File: src/umh_params.svh
// umh_params.svh: constants of the modem handshake block
// Assumes: included by the package and by every design file of the block
//
// What this block does
// - Each port's send-request pin is the inverse of control bit 1.
// - Each port's terminal-ready pin is the inverse of control bit 0.
// - Reset drives port 1 send-request pin inactive high; port 2's is left undriven to the board pull.
// - Reset drives every terminal-ready pin to its inactive high level.
// - Loopback holds both handshake pins of that port inactive.
// - Port 2 send-request pin is latched at reset release to pick base.
// - Status bit 4 reads the inverse of the clear-to-send pin.
// - Status bit 0 sets when clear-to-send rises since the last read.
// - Status bit 5 reads the inverse of the set-ready pin.
// - Status bit 1 sets when set-ready rises since the last read.
// - Status bit 7 reads the inverse of the carrier-detect pin.
// - Status bit 3 sets when carrier-detect rises since the last read.
// - Status bit 6 reads the inverse of the ring-indicator pin.
// - Status bit 2 sets when ring-indicator rises since the last read.
// - With enable bit 3 set, any status input change raises the interrupt.
// - Clear-to-send only feeds status and interrupt, never transmit logic.
`ifndef UMH_PARAMS_SVH
`define UMH_PARAMS_SVH

// ****************************************************************
// Sizes
// ****************************************************************
`define UMH_PORTS          2
`define UMH_LINES          4
`define UMH_BASE_W         16

// ****************************************************************
// Field positions
// ****************************************************************
`define UMH_CTL_TERM_READY 0
`define UMH_CTL_REQ_SEND   1
`define UMH_LINE_CTS       0
`define UMH_LINE_DSR       1
`define UMH_LINE_RI        2
`define UMH_LINE_DCD       3

// ****************************************************************
// Reset and strap values
// ****************************************************************
`define UMH_PIN_INACTIVE   1'b1
`define UMH_INDEX_BASE_LOW  16'h03f0
`define UMH_INDEX_BASE_HIGH 16'h0370

`endif

File: src/umh_pkg.sv
// umh_pkg.sv: types of the modem handshake block
// Assumes: umh_params.svh is reachable by bare name
`include "umh_params.svh"

package umh_pkg;

  typedef logic [`UMH_LINES-1:0] umh_lines_t;

  typedef struct packed {
    umh_lines_t first;
    umh_lines_t second;
  } umh_sync_t;

  typedef struct packed {
    logic first;
    logic second;
    logic armed;
    logic strap;
  } umh_strap_t;

  typedef struct packed {
    logic [`UMH_PORTS-1:0]                req_send_n;
    logic [`UMH_PORTS-1:0]                term_ready_n;
    logic [`UMH_PORTS-1:0][`UMH_LINES-1:0] line_state;
    logic [`UMH_PORTS-1:0][`UMH_LINES-1:0] delta;
    logic [`UMH_PORTS-1:0]                pending;
    logic [`UMH_BASE_W-1:0]               config_base;
  } umh_state_t;

endpackage

File: src/umh_sync.sv
// umh_sync.sv: two-stage synchroniser for one port's modem inputs
// Assumes: inputs are asynchronous pins; no reset needed on data stages
`timescale 1ns/10ps
`include "umh_params.svh"

module umh_sync (
  input  wire logic                i_clock,
  input  wire logic                i_clock_enable,
  input  wire umh_pkg::umh_lines_t i_lines,
  output umh_pkg::umh_lines_t      o_lines
);
  import umh_pkg::*;

  umh_sync_t st;
  umh_sync_t next_st;

  always_comb begin
    next_st        = st;
    next_st.first  = i_lines;
    // First stage feeds only the second
    next_st.second = st.first;
  end

  always_ff @(posedge i_clock) begin
    if (i_clock_enable) begin
      st <= next_st;
    end
  end

  assign o_lines = st.second;

endmodule

File: src/umh_strap.sv
// umh_strap.sv: latches the base-select strap at reset release
// Assumes: the board holds the strap level across the release of reset
`timescale 1ns/10ps
`include "umh_params.svh"

module umh_strap (
  input  wire logic i_clock,
  input  wire logic i_clock_enable,
  input  wire logic i_reset,
  input  wire logic i_strap_pin,
  output logic      o_strap,
  output logic      o_strap_valid
);
  import umh_pkg::*;

  umh_strap_t st;
  umh_strap_t next_st;

  always_comb begin
    next_st        = st;
    // Sync stages run through reset so the level is ready at release
    next_st.first  = i_strap_pin;
    next_st.second = st.first;
    if (!st.armed) begin
      next_st.strap = st.second;
      next_st.armed = 1'b1;
    end
    if (i_reset) begin
      next_st.armed = 1'b0;
      next_st.strap = 1'b0;
    end
  end

  always_ff @(posedge i_clock) begin
    if (i_clock_enable) begin
      st <= next_st;
    end
  end

  assign o_strap       = st.strap;
  assign o_strap_valid = st.armed;
endmodule

File: src/umh_modem_ctrl.sv
// umh_modem_ctrl.sv: modem handshake logic for both serial ports
// Assumes: modem pins are asynchronous; control bits and the status
// read strobe come from register logic on i_clock
`timescale 1ns/10ps
`include "umh_params.svh"

module umh_modem_ctrl (
  input  wire logic        i_clock,
  input  wire logic        i_clock_enable,
  input  wire logic        i_reset,
  // Port 1 register side
  input  wire logic [1:0]  i_modem_control_reg_port1,
  input  wire logic        i_loopback_port1,
  input  wire logic        i_msi_enable_port1,
  input  wire logic        i_status_read_port1,
  output logic [7:0]       o_modem_status_reg_port1,
  output logic             o_modem_int_port1,
  // Port 2 register side
  input  wire logic [1:0]  i_modem_control_reg_port2,
  input  wire logic        i_loopback_port2,
  input  wire logic        i_msi_enable_port2,
  input  wire logic        i_status_read_port2,
  output logic [7:0]       o_modem_status_reg_port2,
  output logic             o_modem_int_port2,
  // Port 1 modem pins
  input  wire logic        i_clear_send_in_port1_n,
  input  wire logic        i_set_ready_in_port1_n,
  input  wire logic        i_carrier_detect_in_port1_n,
  input  wire logic        i_ring_indicator_in_port1_n,
  output logic             o_req_send_out_port1_n,
  output logic             o_term_ready_out_port1_n,
  // Port 2 modem pins
  input  wire logic        i_clear_send_in_port2_n,
  input  wire logic        i_set_ready_in_port2_n,
  input  wire logic        i_carrier_detect_in_port2_n,
  input  wire logic        i_ring_indicator_in_port2_n,
  output logic             o_req_send_out_port2_n,
  output logic             o_req_send_oe_port2,
  input  wire logic        i_req_send_in_port2,
  output logic             o_term_ready_out_port2_n,
  // Strap result
  output logic             o_config_base_strap,
  output logic [15:0]      o_config_index_base
);
  import umh_pkg::*;

  // ****************************************************************
  // Gathering per-port signals
  // ****************************************************************
  logic [`UMH_PORTS-1:0][1:0] ctl_bits;
  logic [`UMH_PORTS-1:0]      loopb;
  logic [`UMH_PORTS-1:0]      msi_en;
  logic [`UMH_PORTS-1:0]      rd;
  umh_lines_t [`UMH_PORTS-1:0] raw;
  umh_lines_t [`UMH_PORTS-1:0] lines;
  logic                       strap;
  logic                       strap_valid;

  umh_state_t st;
  umh_state_t next_st;

  assign ctl_bits = {i_modem_control_reg_port2, i_modem_control_reg_port1};
  assign loopb    = {i_loopback_port2, i_loopback_port1};
  assign msi_en   = {i_msi_enable_port2, i_msi_enable_port1};
  assign rd       = {i_status_read_port2, i_status_read_port1};

  assign raw[0] = {i_carrier_detect_in_port1_n,
                   i_ring_indicator_in_port1_n,
                   i_set_ready_in_port1_n,
                   i_clear_send_in_port1_n};
  assign raw[1] = {i_carrier_detect_in_port2_n,
                   i_ring_indicator_in_port2_n,
                   i_set_ready_in_port2_n,
                   i_clear_send_in_port2_n};

  // ****************************************************************
  // Input synchronisers, one per port
  // ****************************************************************
  for (genvar g = 0; g < `UMH_PORTS; g++) begin : g_sync
    umh_sync u_sync (
      .i_clock        (i_clock),
      .i_clock_enable (i_clock_enable),
      .i_lines        (raw[g]),
      .o_lines        (lines[g])
    );
  end

  umh_strap u_strap (
    .i_clock        (i_clock),
    .i_clock_enable (i_clock_enable),
    .i_reset        (i_reset),
    .i_strap_pin    (i_req_send_in_port2),
    .o_strap        (strap),
    .o_strap_valid  (strap_valid)
  );

  // ****************************************************************
  // Next state
  // ****************************************************************
  always_comb begin
    umh_lines_t rise;
    umh_lines_t change;
    rise    = '0;
    change  = '0;
    next_st = st;
    for (int p = 0; p < `UMH_PORTS; p++) begin
      // Clear-to-send never gates the send request
      next_st.req_send_n[p]   = loopb[p]
                              | ~ctl_bits[p][`UMH_CTL_REQ_SEND];
      next_st.term_ready_n[p] = loopb[p]
                              | ~ctl_bits[p][`UMH_CTL_TERM_READY];
      if (loopb[p]) begin
        next_st.req_send_n[p]   = `UMH_PIN_INACTIVE;
        next_st.term_ready_n[p] = `UMH_PIN_INACTIVE;
      end
      // Status holds inverted pin levels
      next_st.line_state[p] = ~lines[p];
      // Pin low to high means stored status 1 and pin now high
      rise   = st.line_state[p] & lines[p];
      change = st.line_state[p] ^ ~lines[p];
      // Set wins over the clear of a read in the same cycle
      next_st.delta[p] = (rd[p] ? '0 : st.delta[p]) | rise;
      next_st.pending[p] = (st.pending[p] & ~rd[p])
                         | (|change);
    end
    if (strap_valid) begin
      next_st.config_base = strap ? `UMH_INDEX_BASE_HIGH
                                  : `UMH_INDEX_BASE_LOW;
    end
    if (i_reset) begin
      next_st.req_send_n   = '1;
      next_st.term_ready_n = '1;
      next_st.delta        = '0;
      next_st.pending      = '0;
      next_st.config_base  = `UMH_INDEX_BASE_LOW;
    end
  end

  always_ff @(posedge i_clock) begin
    if (i_clock_enable) begin
      st <= next_st;
    end
  end

  // ****************************************************************
  // Outputs
  // ****************************************************************
  assign o_req_send_out_port1_n   = st.req_send_n[0];
  assign o_req_send_out_port2_n   = st.req_send_n[1];
  assign o_term_ready_out_port1_n = st.term_ready_n[0];
  assign o_term_ready_out_port2_n = st.term_ready_n[1];
  // Released only after the strap is taken, so the board level wins
  assign o_req_send_oe_port2      = strap_valid;

  // Bits 7:4 are the inverted pins, bits 3:0 the change flags
  assign o_modem_status_reg_port1 = {st.line_state[0], st.delta[0]};
  assign o_modem_status_reg_port2 = {st.line_state[1], st.delta[1]};

  // Enable gates the output only; a change seen while off stays pending
  assign o_modem_int_port1 = st.pending[0] & msi_en[0];
  assign o_modem_int_port2 = st.pending[1] & msi_en[1];

  assign o_config_base_strap = strap;
  assign o_config_index_base = st.config_base;

  for (genvar p = 0; p < `UMH_PORTS; p++) begin : g_chk

  end
endmodule

File: config.mk
export PLATFORM = sky130hd
export DESIGN_NAME = umh_modem_ctrl
export DESIGN_NICKNAME = d
export VERILOG_FILES = /design/src/umh_pkg.sv /design/src/umh_sync.sv /design/src/umh_strap.sv /design/src/umh_modem_ctrl.sv
export VERILOG_INCLUDE_DIRS = /design/src
export SDC_FILE = /design/constraint.sdc
export NUM_CORES = 1
export LEC_CHECK = 0
export BUFFER_PORTS_ARGS = -buffer_cell sky130_fd_sc_hd__buf_2
export CORE_MARGIN = 3
export CORE_UTILIZATION = 40
export DETAILED_ROUTE_END_ITERATION = 12
export PLACE_DENSITY_LB_ADDON = 0.12
export SYNTH_ARGS = -nofsm -noshare
export SYNTH_HDL_FRONTEND = slang
export SYNTH_SLANG_ARGS = --single-unit
File: constraint.sdc
create_clock -name i_clock -period 1.1 [get_ports i_clock]
set_input_delay 0.055 -clock i_clock [delete_from_list [all_inputs] [get_ports i_clock]]
set_output_delay 0.055 -clock i_clock [all_outputs]
set_load 0.01 [all_outputs]
==> flow_summary.html, run 1 <==
<table>
<tr><th>Metric</th><th>Value</th></tr>
<tr><th colspan="2">Status</th></tr>
<tr><td>Status</td><td>finished, violations left</td></tr>
<tr><td>Violated checks</td><td>negative setup slack</td></tr>
<tr><th colspan="2">Cells and area</th></tr>
<tr><td>Number of filler cells placed in the layout</td><td>391</td></tr>
<tr><td>Most frequent standard cell in the layout excluding fill and tap cells</td><td>sky130_fd_sc_hd__buf_2</td></tr>
<tr><td>Post-route cell area</td><td>2300 µm²</td></tr>
<tr><td>Reg area</td><td>1290 µm²</td></tr>
<tr><td>Inserted Diodes</td><td>0</td></tr>
<tr><td>Layout area overhead</td><td>19.5%</td></tr>
<tr><td>Footprint of the multi-input gates</td><td>394 µm²</td></tr>
<tr><td>Final-stage net count</td><td>212</td></tr>
<tr><td>Final cell count without fillers</td><td>235</td></tr>
<tr><td>Top library cells by usage in the layout, fill and taps aside</td><td>sky130_fd_sc_hd__buf_2, sky130_fd_sc_hd__edfxtp_1, sky130_fd_sc_hd__conb_1</td></tr>
<tr><td>Proportion of layout cells with a drive suffix above 1</td><td>38.3%</td></tr>
<tr><th colspan="2">Timing</th></tr>
<tr><td>Peak Freq</td><td>between 800 and 900 MHz</td></tr>
<tr><td>Worst-case hold slack</td><td>14.7 ps</td></tr>
<tr><td>Time the final worst path needs with I/O delays and setup</td><td>1170 ps</td></tr>
<tr><td>Slew Viols, Final</td><td>0</td></tr>
<tr><td>Hold Vio Cnt, Final</td><td>0</td></tr>
<tr><td>Smallest setup slack after layout</td><td>-73.8 ps</td></tr>
<tr><td>Total setup violations reported at the end of the flow</td><td>2</td></tr>
<tr><td>Final setup skew</td><td>4.35 ps</td></tr>
<tr><td>Post-route fraction of the period consumed by the critical path</td><td>107%</td></tr>
<tr><td>Setup repair after global routing missed its margin</td><td>yes</td></tr>
<tr><th colspan="2">Drt</th></tr>
<tr><td>Vias after detailed routing</td><td>about 1000</td></tr>
<tr><td>Average wire per cell in the routed design</td><td>12.3 µm</td></tr>
<tr><td>Number of DRC markers in iteration 0</td><td>39</td></tr>
<tr><td>Routed via count divided by cell count</td><td>4.30</td></tr>
<tr><td>Router iterations before antenna repair</td><td>3</td></tr>
<tr><td>Post-detailed-route DRC marker count</td><td>0</td></tr>
<tr><td>Number of routed nets with antenna violations</td><td>0</td></tr>
<tr><td>Post-Route WL</td><td>between 2 and 3 mm</td></tr>
<tr><th colspan="2">Worst setup path</th></tr>
<tr><td>Setup slack of the worst register-to-register path</td><td>-70 ps</td></tr>
<tr><td>Required arrival time at the worst endpoint</td><td>1140 ps</td></tr>
<tr><td>Cell count along the critical path</td><td>3</td></tr>
<tr><td>End of the worst register-to-register path</td><td>st[16]$_SDFFCE_PP0P_</td></tr>
<tr><td>Critical Path End Type</td><td>flop</td></tr>
<tr><td>Cell count of the worst reg-to-reg path</td><td>3</td></tr>
<tr><td>Worst setup SP type</td><td>flop</td></tr>
<tr><td>Slowest CP cell</td><td>sky130_fd_sc_hd__edfxtp_1</td></tr>
<tr><td>FF-to-FF Start</td><td>o_modem_status_reg_port1[5]$_DFFE_PP_</td></tr>
<tr><td>Critical Path AT</td><td>1210 ps</td></tr>
<tr><td>Launch point of the worst path</td><td>o_modem_status_reg_port1[5]$_DFFE_PP_</td></tr>
<tr><td>Highest fanout seen on the critical path</td><td>2</td></tr>
<tr><td>Max incr delay on CP</td><td>400 ps</td></tr>
<tr><td>Ordered list of cells on the worst path</td><td>ha_1 &gt; and4_1 &gt; a21oi_1</td></tr>
<tr><td>Top delay family on crit path</td><td>flip-flops</td></tr>
<tr><td>CP Buf/Inv Count</td><td>0</td></tr>
<tr><td>Critical path capture point</td><td>st[16]$_SDFFCE_PP0P_</td></tr>
<tr><td>CP Class</td><td>reg2reg</td></tr>
<tr><th colspan="2">Placement</th></tr>
<tr><td>I/O Buffers</td><td>between 40 and 50</td></tr>
<tr><td>Placed Cells incl. Taps</td><td>213</td></tr>
<tr><td>Worst slack after detailed placement</td><td>-93.7 ps</td></tr>
<tr><td>Final RePlAce weighted congestion</td><td>0.692</td></tr>
<tr><td>Total cell area at the placement stage</td><td>2070 µm²</td></tr>
<tr><td>HPWL after DPL</td><td>about 2.1 mm</td></tr>
<tr><th colspan="2">Power and ir drop</th></tr>
<tr><td>Share of power burned in combinational logic</td><td>a little over a tenth</td></tr>
<tr><td>Total power after layout</td><td>between 3 and 4 mW</td></tr>
<tr><td>Total internal power</td><td>roughly 2.5 mW</td></tr>
<tr><td>Total net switching power</td><td>713 µW</td></tr>
<tr><td>Leak Pwr</td><td>approximately 1.0 nW</td></tr>
<tr><td>Switching power share of the total</td><td>21.9%</td></tr>
<tr><td>Clock share of power</td><td>28.5%</td></tr>
<tr><td>VDD IR max</td><td>0.000729 V</td></tr>
<tr><td>Share of power burned in registers</td><td>between 60% and 70%</td></tr>
<tr><td>Cell Pwr Density</td><td>between 1000 and 1500 nW/µm²</td></tr>
<tr><th colspan="2">Synthesis</th></tr>
<tr><td>#FFs+latches synth</td><td>43</td></tr>
<tr><td>Share of the yosys chip area belonging to registers</td><td>67.2%</td></tr>
<tr><td>Number of instances in the synthesized netlist</td><td>roughly 130</td></tr>
<tr><td>Area contributors post-synth</td><td>sky130_fd_sc_hd__edfxtp_1, sky130_fd_sc_hd__buf_4, sky130_fd_sc_hd__ha_1</td></tr>
<tr><td>Syn Std Cell Area</td><td>1920 µm²</td></tr>
<tr><td>Synthesized area per cell</td><td>14.9 µm²</td></tr>
<tr><td>Yosys synthesis warning count</td><td>0</td></tr>
<tr><td>Fraction of post-synthesis cell area in the top cell type by area</td><td>approximately two thirds</td></tr>
<tr><td>Distinct cell type count of the synthesized netlist</td><td>17</td></tr>
<tr><td>Cell accounting for the most synthesized area</td><td>sky130_fd_sc_hd__edfxtp_1</td></tr>
<tr><th colspan="2">Die</th></tr>
<tr><td>Horizontal die dimension</td><td>75.3 µm</td></tr>
<tr><td>Total number of placement rows</td><td>24</td></tr>
<tr><td>Starting density of the core</td><td>42.7%</td></tr>
<tr><td>Height of the chip</td><td>75.3 µm</td></tr>
<tr><td>Total die area</td><td>5670 µm²</td></tr>
<tr><td>Count of boundary I/O pins</td><td>62</td></tr>
<tr><td>Core region area</td><td>4500 µm²</td></tr>
<tr><th colspan="2">Global route</th></tr>
<tr><td>Global-route wire length before repair</td><td>around 4.6 mm</td></tr>
<tr><td>Number of global-route vias before repair</td><td>between 1000 and 1500</td></tr>
<tr><td>Global-route congestion overflow total</td><td>0</td></tr>
<tr><td>Maximum number of pins on one net before global-route repair</td><td>23</td></tr>
<tr><td>Total routing usage reported by global routing</td><td>a little under an eighth</td></tr>
<tr><td>Initial antenna violation count</td><td>0</td></tr>
<tr><th colspan="2">Clock network</th></tr>
<tr><td>Clock tree from TritonCTS</td><td>yes</td></tr>
<tr><td>Clock slew at the register clock pins of the worst setup and hold paths</td><td>80 ps</td></tr>
<tr><td>CTS Buf Count</td><td>5</td></tr>
<tr><td>Worst-Skew Late Latency</td><td>280 ps</td></tr>
<tr><td>Num Clock Sinks</td><td>43</td></tr>
<tr><td>Worst-case clock buffer depth</td><td>2</td></tr>
<tr><td>Clock tree root buffer cell</td><td>sky130_fd_sc_hd__clkbuf_8</td></tr>
<tr><td>Number of H-tree levels</td><td>2</td></tr>
<tr><th colspan="2">Worst hold path</th></tr>
<tr><td>Hold Path Class</td><td>in2reg</td></tr>
<tr><th colspan="2">Job</th></tr>
<tr><td>MaxCap Viol Count</td><td>0</td></tr>
</table>
-- cell usage after synthesis, drive strengths merged --
cell and instances:
a21oi 2, ha 8, nand2 5, nor2 2, nand2b 2, buf 33, conb 2, and4 2
a21boi 1, and2b 9, o21a 9, edfxtp 43, and2 2, inv 9
-- per-stage QoR --
step | setup TNS (ps) | utilization, %
floorplan | -30.0 | -
global placement | -116 | 46.0
detailed placement | -184 | 46.0
CTS | -217 | 50.9
global route | -276 | 51.0
finish | -140 | 51.0
-- kinds of logic (layout without fill, tap and decap cells) --
kind of cell / count (synthesis) / after routing / synth area share (%)
other: 2 / 15 / 0.391
AO/OA/AOI/OAI: 12 / 12 / 4.43
flip-flops: 43 / 43 / 67.2
buffers and inverters: 42 / 83 / 14.8
adder cells (fa/ha/maj): 8 / 8 / 5.21
AND/OR/NAND/NOR: 22 / 22 / 7.94
-- how the worst min path moves through the flow --
stage	depth (start not counted)	to	from
after floorplan	0	g_sync[0].u_sync.next_st[0]$_DFFE_PP_	i_clear_send_in_port1_n
after global placement	1	g_sync[0].u_sync.next_st[2]$_DFFE_PP_	i_ring_indicator_in_port1_n
after detailed placement	1	g_sync[0].u_sync.next_st[2]$_DFFE_PP_	i_ring_indicator_in_port1_n
after CTS	2	o_term_ready_out_port2_n$_SDFFCE_PP1P_	i_modem_control_reg_port2[0]
after global routing	2	o_term_ready_out_port2_n$_SDFFCE_PP1P_	i_modem_control_reg_port2[0]
final	2	o_term_ready_out_port2_n$_SDFFCE_PP1P_	i_modem_control_reg_port2[0]
-- power groups by stage --
stage / registers, mW / logic (mW) / clock network, mW
4_1_cts: 1.98 / 0.355 / 0.965
3_3_place_gp: 2.01 / 0.308 / 0
2_1_floorplan: 2.02 / 0.226 / 0
5_1_grt: 1.99 / 0.401 / 1.03
3_5_place_dp: 2.02 / 0.316 / 0
6_report: 1.98 / 0.352 / 0.927
-- registers in the layout, indices dropped and copies added, names as in the netlist --
name / count
u_strap.st: 1
u_strap.o_strap_valid: 1
g_sync.u_sync.next_st: 8
o_req_send_out_port2_n: 1
o_term_ready_out_port1_n: 1
u_strap.o_strap: 1
o_term_ready_out_port2_n: 1
st: 2
o_req_send_out_port1_n: 1
u_strap.next_st: 1
o_modem_status_reg_port1: 8
o_config_index_base: 1
o_modem_status_reg_port2: 8
g_sync.u_sync.o_lines: 8
-- layer usage --
metal | wire, µm | up-vias | global-route usage, % | share of wire [%]
met5 | 0 | - | 0 | 0
met4 | 19 | 0 | 4.66 | 0.66
met3 | 216 | 2 | 4.35 | 7.5
met2 | 1360 | 50 | 17.9 | 47
met1 | 1280 | 458 | 13.8 | 45
li1 | - | 501 | - | -
-- timing repair --
action	4_1_cts	5_1_grt
hold buffers	12	0
hold endpoints to repair	12	0
setup endpoints to repair	2	3
pin swaps	4	2
gates resized for setup	0	1
setup buffers	2	1
-- cell type report --
cell class,instances,share of cell area [%]
Multi-Input combinational cell,57,17.2
Inverter,9,1.47
Timing Repair Buffer,66,18.7
Clock inverter,3,0.654
Tap cell,52,2.83
Clock buffer,5,3.00
Sequential cell,43,56.2
(Power assumes the default switching activity.)
==> run 2: changes to the inputs <==
--- a/config.mk
+++ b/config.mk
@@ -7,8 +7,9 @@
 export NUM_CORES = 1
 export LEC_CHECK = 0
 export BUFFER_PORTS_ARGS = -buffer_cell sky130_fd_sc_hd__buf_2
+export CAP_MARGIN = 20
 export CORE_MARGIN = 3
-export CORE_UTILIZATION = 40
+export CORE_UTILIZATION = 45
 export DETAILED_ROUTE_END_ITERATION = 12
 export PLACE_DENSITY_LB_ADDON = 0.12
 export SYNTH_ARGS = -nofsm -noshare
==> run 2 against run 1 <==
  * The run still ends with negative setup slack left
  * Total power is 0.33% higher
  * Count of clock-buffer cells in the layout stayed put
  * Global-route usage is 0.73 points higher
  * Hold slack better by 1.0 ps
  * Wire length is 1.3% higher
  * Maximum frequency is 0.21% lower
  * Largest cell class unchanged
  * Sequential cell count stayed put
  * First-iteration DRC count stayed put
  * Critical endpoint unchanged
==> flow_summary.html, run 2 (synthesis results as in run 1) <==
<table>
<tr><th>Metric</th><th>Value</th></tr>
<tr><th colspan="2">Status</th></tr>
<tr><td>Status</td><td>finished, violations left</td></tr>
<tr><td>Violated checks</td><td>negative setup slack</td></tr>
<tr><th colspan="2">Timing</th></tr>
<tr><td>Time the final worst path needs with I/O delays and setup</td><td>1180 ps (+2.44 ps)</td></tr>
<tr><td>Setup repair after global routing missed its margin</td><td>yes</td></tr>
<tr><td>Slew Viols, Final</td><td>0 (unchanged)</td></tr>
<tr><td>Smallest setup slack after layout</td><td>-76.2 ps (-2.44 ps)</td></tr>
<tr><td>Final setup skew</td><td>8.24 ps (+3.89 ps)</td></tr>
<tr><td>Total Neg Setup Slack</td><td>-137 ps (+3.68 ps)</td></tr>
<tr><td>Total setup violations reported at the end of the flow</td><td>2 (unchanged)</td></tr>
<tr><td>Post-route fraction of the period consumed by the critical path</td><td>107% (+0.22 points)</td></tr>
<tr><td>Peak Freq</td><td>850 MHz (-0.21%)</td></tr>
<tr><td>Hold Vio Cnt, Final</td><td>0 (unchanged)</td></tr>
<tr><td>Worst-case hold slack</td><td>15.8 ps (+1.04 ps)</td></tr>
<tr><th colspan="2">Global route</th></tr>
<tr><td>Maximum number of pins on one net before global-route repair</td><td>14 (-39%)</td></tr>
<tr><td>Initial antenna violation count</td><td>0 (unchanged)</td></tr>
<tr><td>Total routing usage reported by global routing</td><td>12.0% (+0.73 points)</td></tr>
<tr><td>Global-route wire length before repair</td><td>4.72 mm (+2.2%)</td></tr>
<tr><td>Global-route congestion overflow total</td><td>0 (unchanged)</td></tr>
<tr><td>Number of global-route vias before repair</td><td>1046 (+2.1%)</td></tr>
<tr><th colspan="2">Clock network</th></tr>
<tr><td>Worst-Skew Late Latency</td><td>290 ps (about the same)</td></tr>
<tr><td>Num Clock Sinks</td><td>43 (unchanged)</td></tr>
<tr><td>Clock tree from TritonCTS</td><td>yes</td></tr>
<tr><td>CTS Buf Count</td><td>5 (unchanged)</td></tr>
<tr><td>Worst-case clock buffer depth</td><td>2 (unchanged)</td></tr>
<tr><td>Clock tree root buffer cell</td><td>sky130_fd_sc_hd__clkbuf_8</td></tr>
<tr><td>Clock slew at the register clock pins of the worst setup and hold paths</td><td>80 ps (about the same)</td></tr>
<tr><td>Number of H-tree levels</td><td>2 (unchanged)</td></tr>
<tr><th colspan="2">Power and ir drop</th></tr>
<tr><td>Cell Pwr Density</td><td>1430 nW/µm² (+0.88%)</td></tr>
<tr><td>Leak Pwr</td><td>1.00 nW (about the same)</td></tr>
<tr><td>VDD IR max</td><td>0.000672 V (-7.8%)</td></tr>
<tr><th colspan="2">Cells and area</th></tr>
<tr><td>Reg area</td><td>1290 µm² (unchanged)</td></tr>
<tr><td>Top library cells by usage in the layout, fill and taps aside</td><td>sky130_fd_sc_hd__buf_2, sky130_fd_sc_hd__edfxtp_1, sky130_fd_sc_hd__conb_1</td></tr>
<tr><td>Final design utilization</td><td>56.3% (+5.3 points)</td></tr>
<tr><td>Most frequent standard cell in the layout excluding fill and tap cells</td><td>sky130_fd_sc_hd__buf_2</td></tr>
<tr><td>Final-stage net count</td><td>212 (unchanged)</td></tr>
<tr><td>Footprint of the multi-input gates</td><td>398 µm² (+0.95%)</td></tr>
<tr><td>Inserted Diodes</td><td>0 (unchanged)</td></tr>
<tr><td>Proportion of layout cells with a drive suffix above 1</td><td>40.4% (+2.2 points)</td></tr>
<tr><td>Final cell count without fillers</td><td>233 (-0.85%)</td></tr>
<tr><td>Number of filler cells placed in the layout</td><td>339 (-13%)</td></tr>
<tr><td>Layout area overhead</td><td>18.9%</td></tr>
<tr><th colspan="2">Drt</th></tr>
<tr><td>Router iterations before antenna repair</td><td>3 (unchanged)</td></tr>
<tr><td>Number of routed nets with antenna violations</td><td>0 (unchanged)</td></tr>
<tr><td>Routed via count divided by cell count</td><td>4.33 (+0.76%)</td></tr>
<tr><td>Number of DRC markers in iteration 0</td><td>39 (unchanged)</td></tr>
<tr><td>Post-Route WL</td><td>2.92 mm (+1.3%)</td></tr>
<tr><td>Post-detailed-route DRC marker count</td><td>0 (unchanged)</td></tr>
<tr><td>Average wire per cell in the routed design</td><td>12.5 µm (+2.2%)</td></tr>
<tr><td>Vias after detailed routing</td><td>1010 (-0.099%)</td></tr>
<tr><th colspan="2">Placement</th></tr>
<tr><td>Final RePlAce weighted congestion</td><td>0.790 (+14%)</td></tr>
<tr><td>I/O Buffers</td><td>46 (unchanged)</td></tr>
<tr><td>Placed Cells incl. Taps</td><td>212 (-0.47%)</td></tr>
<tr><td>HPWL after DPL</td><td>2.16 mm (+0.62%)</td></tr>
<tr><th colspan="2">Worst setup path</th></tr>
<tr><td>CP Class</td><td>reg2reg</td></tr>
<tr><td>Critical Path AT</td><td>1220 ps (about the same)</td></tr>
<tr><td>Highest fanout seen on the critical path</td><td>2 (unchanged)</td></tr>
<tr><td>Worst setup SP type</td><td>flop</td></tr>
<tr><td>Required arrival time at the worst endpoint</td><td>1140 ps (about the same)</td></tr>
<tr><td>Critical Path End Type</td><td>flop</td></tr>
<tr><th colspan="2">Die</th></tr>
<tr><td>Count of boundary I/O pins</td><td>62 (unchanged)</td></tr>
<tr><td>Total die area</td><td>5090 µm² (-10%)</td></tr>
<tr><td>Height of the chip</td><td>71.4 µm (-5.3%)</td></tr>
<tr><td>Core region area</td><td>4060 µm² (-9.9%)</td></tr>
<tr><td>Total number of placement rows</td><td>23 (-4.2%)</td></tr>
<tr><td>Starting density of the core</td><td>47.4% (+4.7 points)</td></tr>
<tr><td>Horizontal die dimension</td><td>71.4 µm (-5.3%)</td></tr>
<tr><th colspan="2">Job</th></tr>
<tr><td>MaxCap Viol Count</td><td>0 (unchanged)</td></tr>
<tr><th colspan="2">Worst hold path</th></tr>
<tr><td>Hold Path Class</td><td>in2reg</td></tr>
</table>
run 2: cell types whose count changed in the layout (fill, tap and decap cells not counted), sizes merged:
cell         change
dlygate4sd3      -3
buf              +3
run 2: power breakdown:
part           leakage, nW  internal (mW)  switching, mW  total [mW]
clock network       0.0392          0.431          0.504       0.935
logic                0.536          0.179          0.177       0.356
registers            0.424           1.93         0.0422        1.98
run 2: final timing paths:
check | startpoint | slack (ps) | depth (start not counted) | endpoint
worst min register to register | g_sync[0].u_sync.next_st[0]$_DFFE_PP_ | 430 | 0 | g_sync[0].u_sync.o_lines[0]$_DFFE_PP_
worst max register to register | g_sync[0].u_sync.o_lines[0]$_DFFE_PP_ | -80 | 3 | st[16]$_SDFFCE_PP0P_
worst min-delay path | i_modem_control_reg_port1[1] | 20 | 2 | o_req_send_out_port1_n$_SDFFCE_PP1P_
worst max-delay path | g_sync[0].u_sync.o_lines[0]$_DFFE_PP_ | -80 | 3 | st[16]$_SDFFCE_PP0P_
run 2: repair_timing:
| action | in CTS | in global routing |
|---|---|---|
| resized for setup | 0 | 3 |
| gates cloned | 0 | 0 |
| endpoints found under the hold margin | 9 | 0 |
| buffers inserted | 5 | 1 |
| pin swaps | 2 | 0 |
| hold buffers | 9 | 0 |
| setup endpoints to repair | 2 | 4 |
run 2: stage by stage:
| stage | setup slack (ps) | power [mW] | cell area (µm²) |
|---|---|---|---|
| 3_3_place_gp | -57.7 | 2.32 | 2060 |
| 6_report | -76.2 | 3.27 | 2280 |
| 4_1_cts | -77.9 | 3.30 | 2280 |
| 3_5_place_dp | -80.1 | 2.33 | 2060 |
| 2_1_floorplan | -15.0 | 2.24 | 1970 |
| 5_1_grt | -143 | 3.44 | 2280 |
run 2: final cells by class:
type | instances | share of cell area [%]
clock buffer | 5 | 3.01
clock inverter | 3 | 0.657
inverter | 9 | 1.48
multi-input combinational | 57 | 17.4
sequential | 43 | 56.5
tap | 50 | 2.74
timing repair buffer | 66 | 18.2
run 2: worst max-delay path, stage by stage, from the launching register on:
cell and delay (ps):
sky130_fd_sc_hd__edfxtp_1 390, sky130_fd_sc_hd__ha_1 280, sky130_fd_sc_hd__and4_1 210, sky130_fd_sc_hd__a21oi_2 50
run 2: per-layer routing:
metal | wire, µm | track usage [%]
met4 | 40 | 5.01
met5 | 0 | 0
met1 | 1170 | 13.9
met2 | 1500 | 20.7
met3 | 213 | 3.51
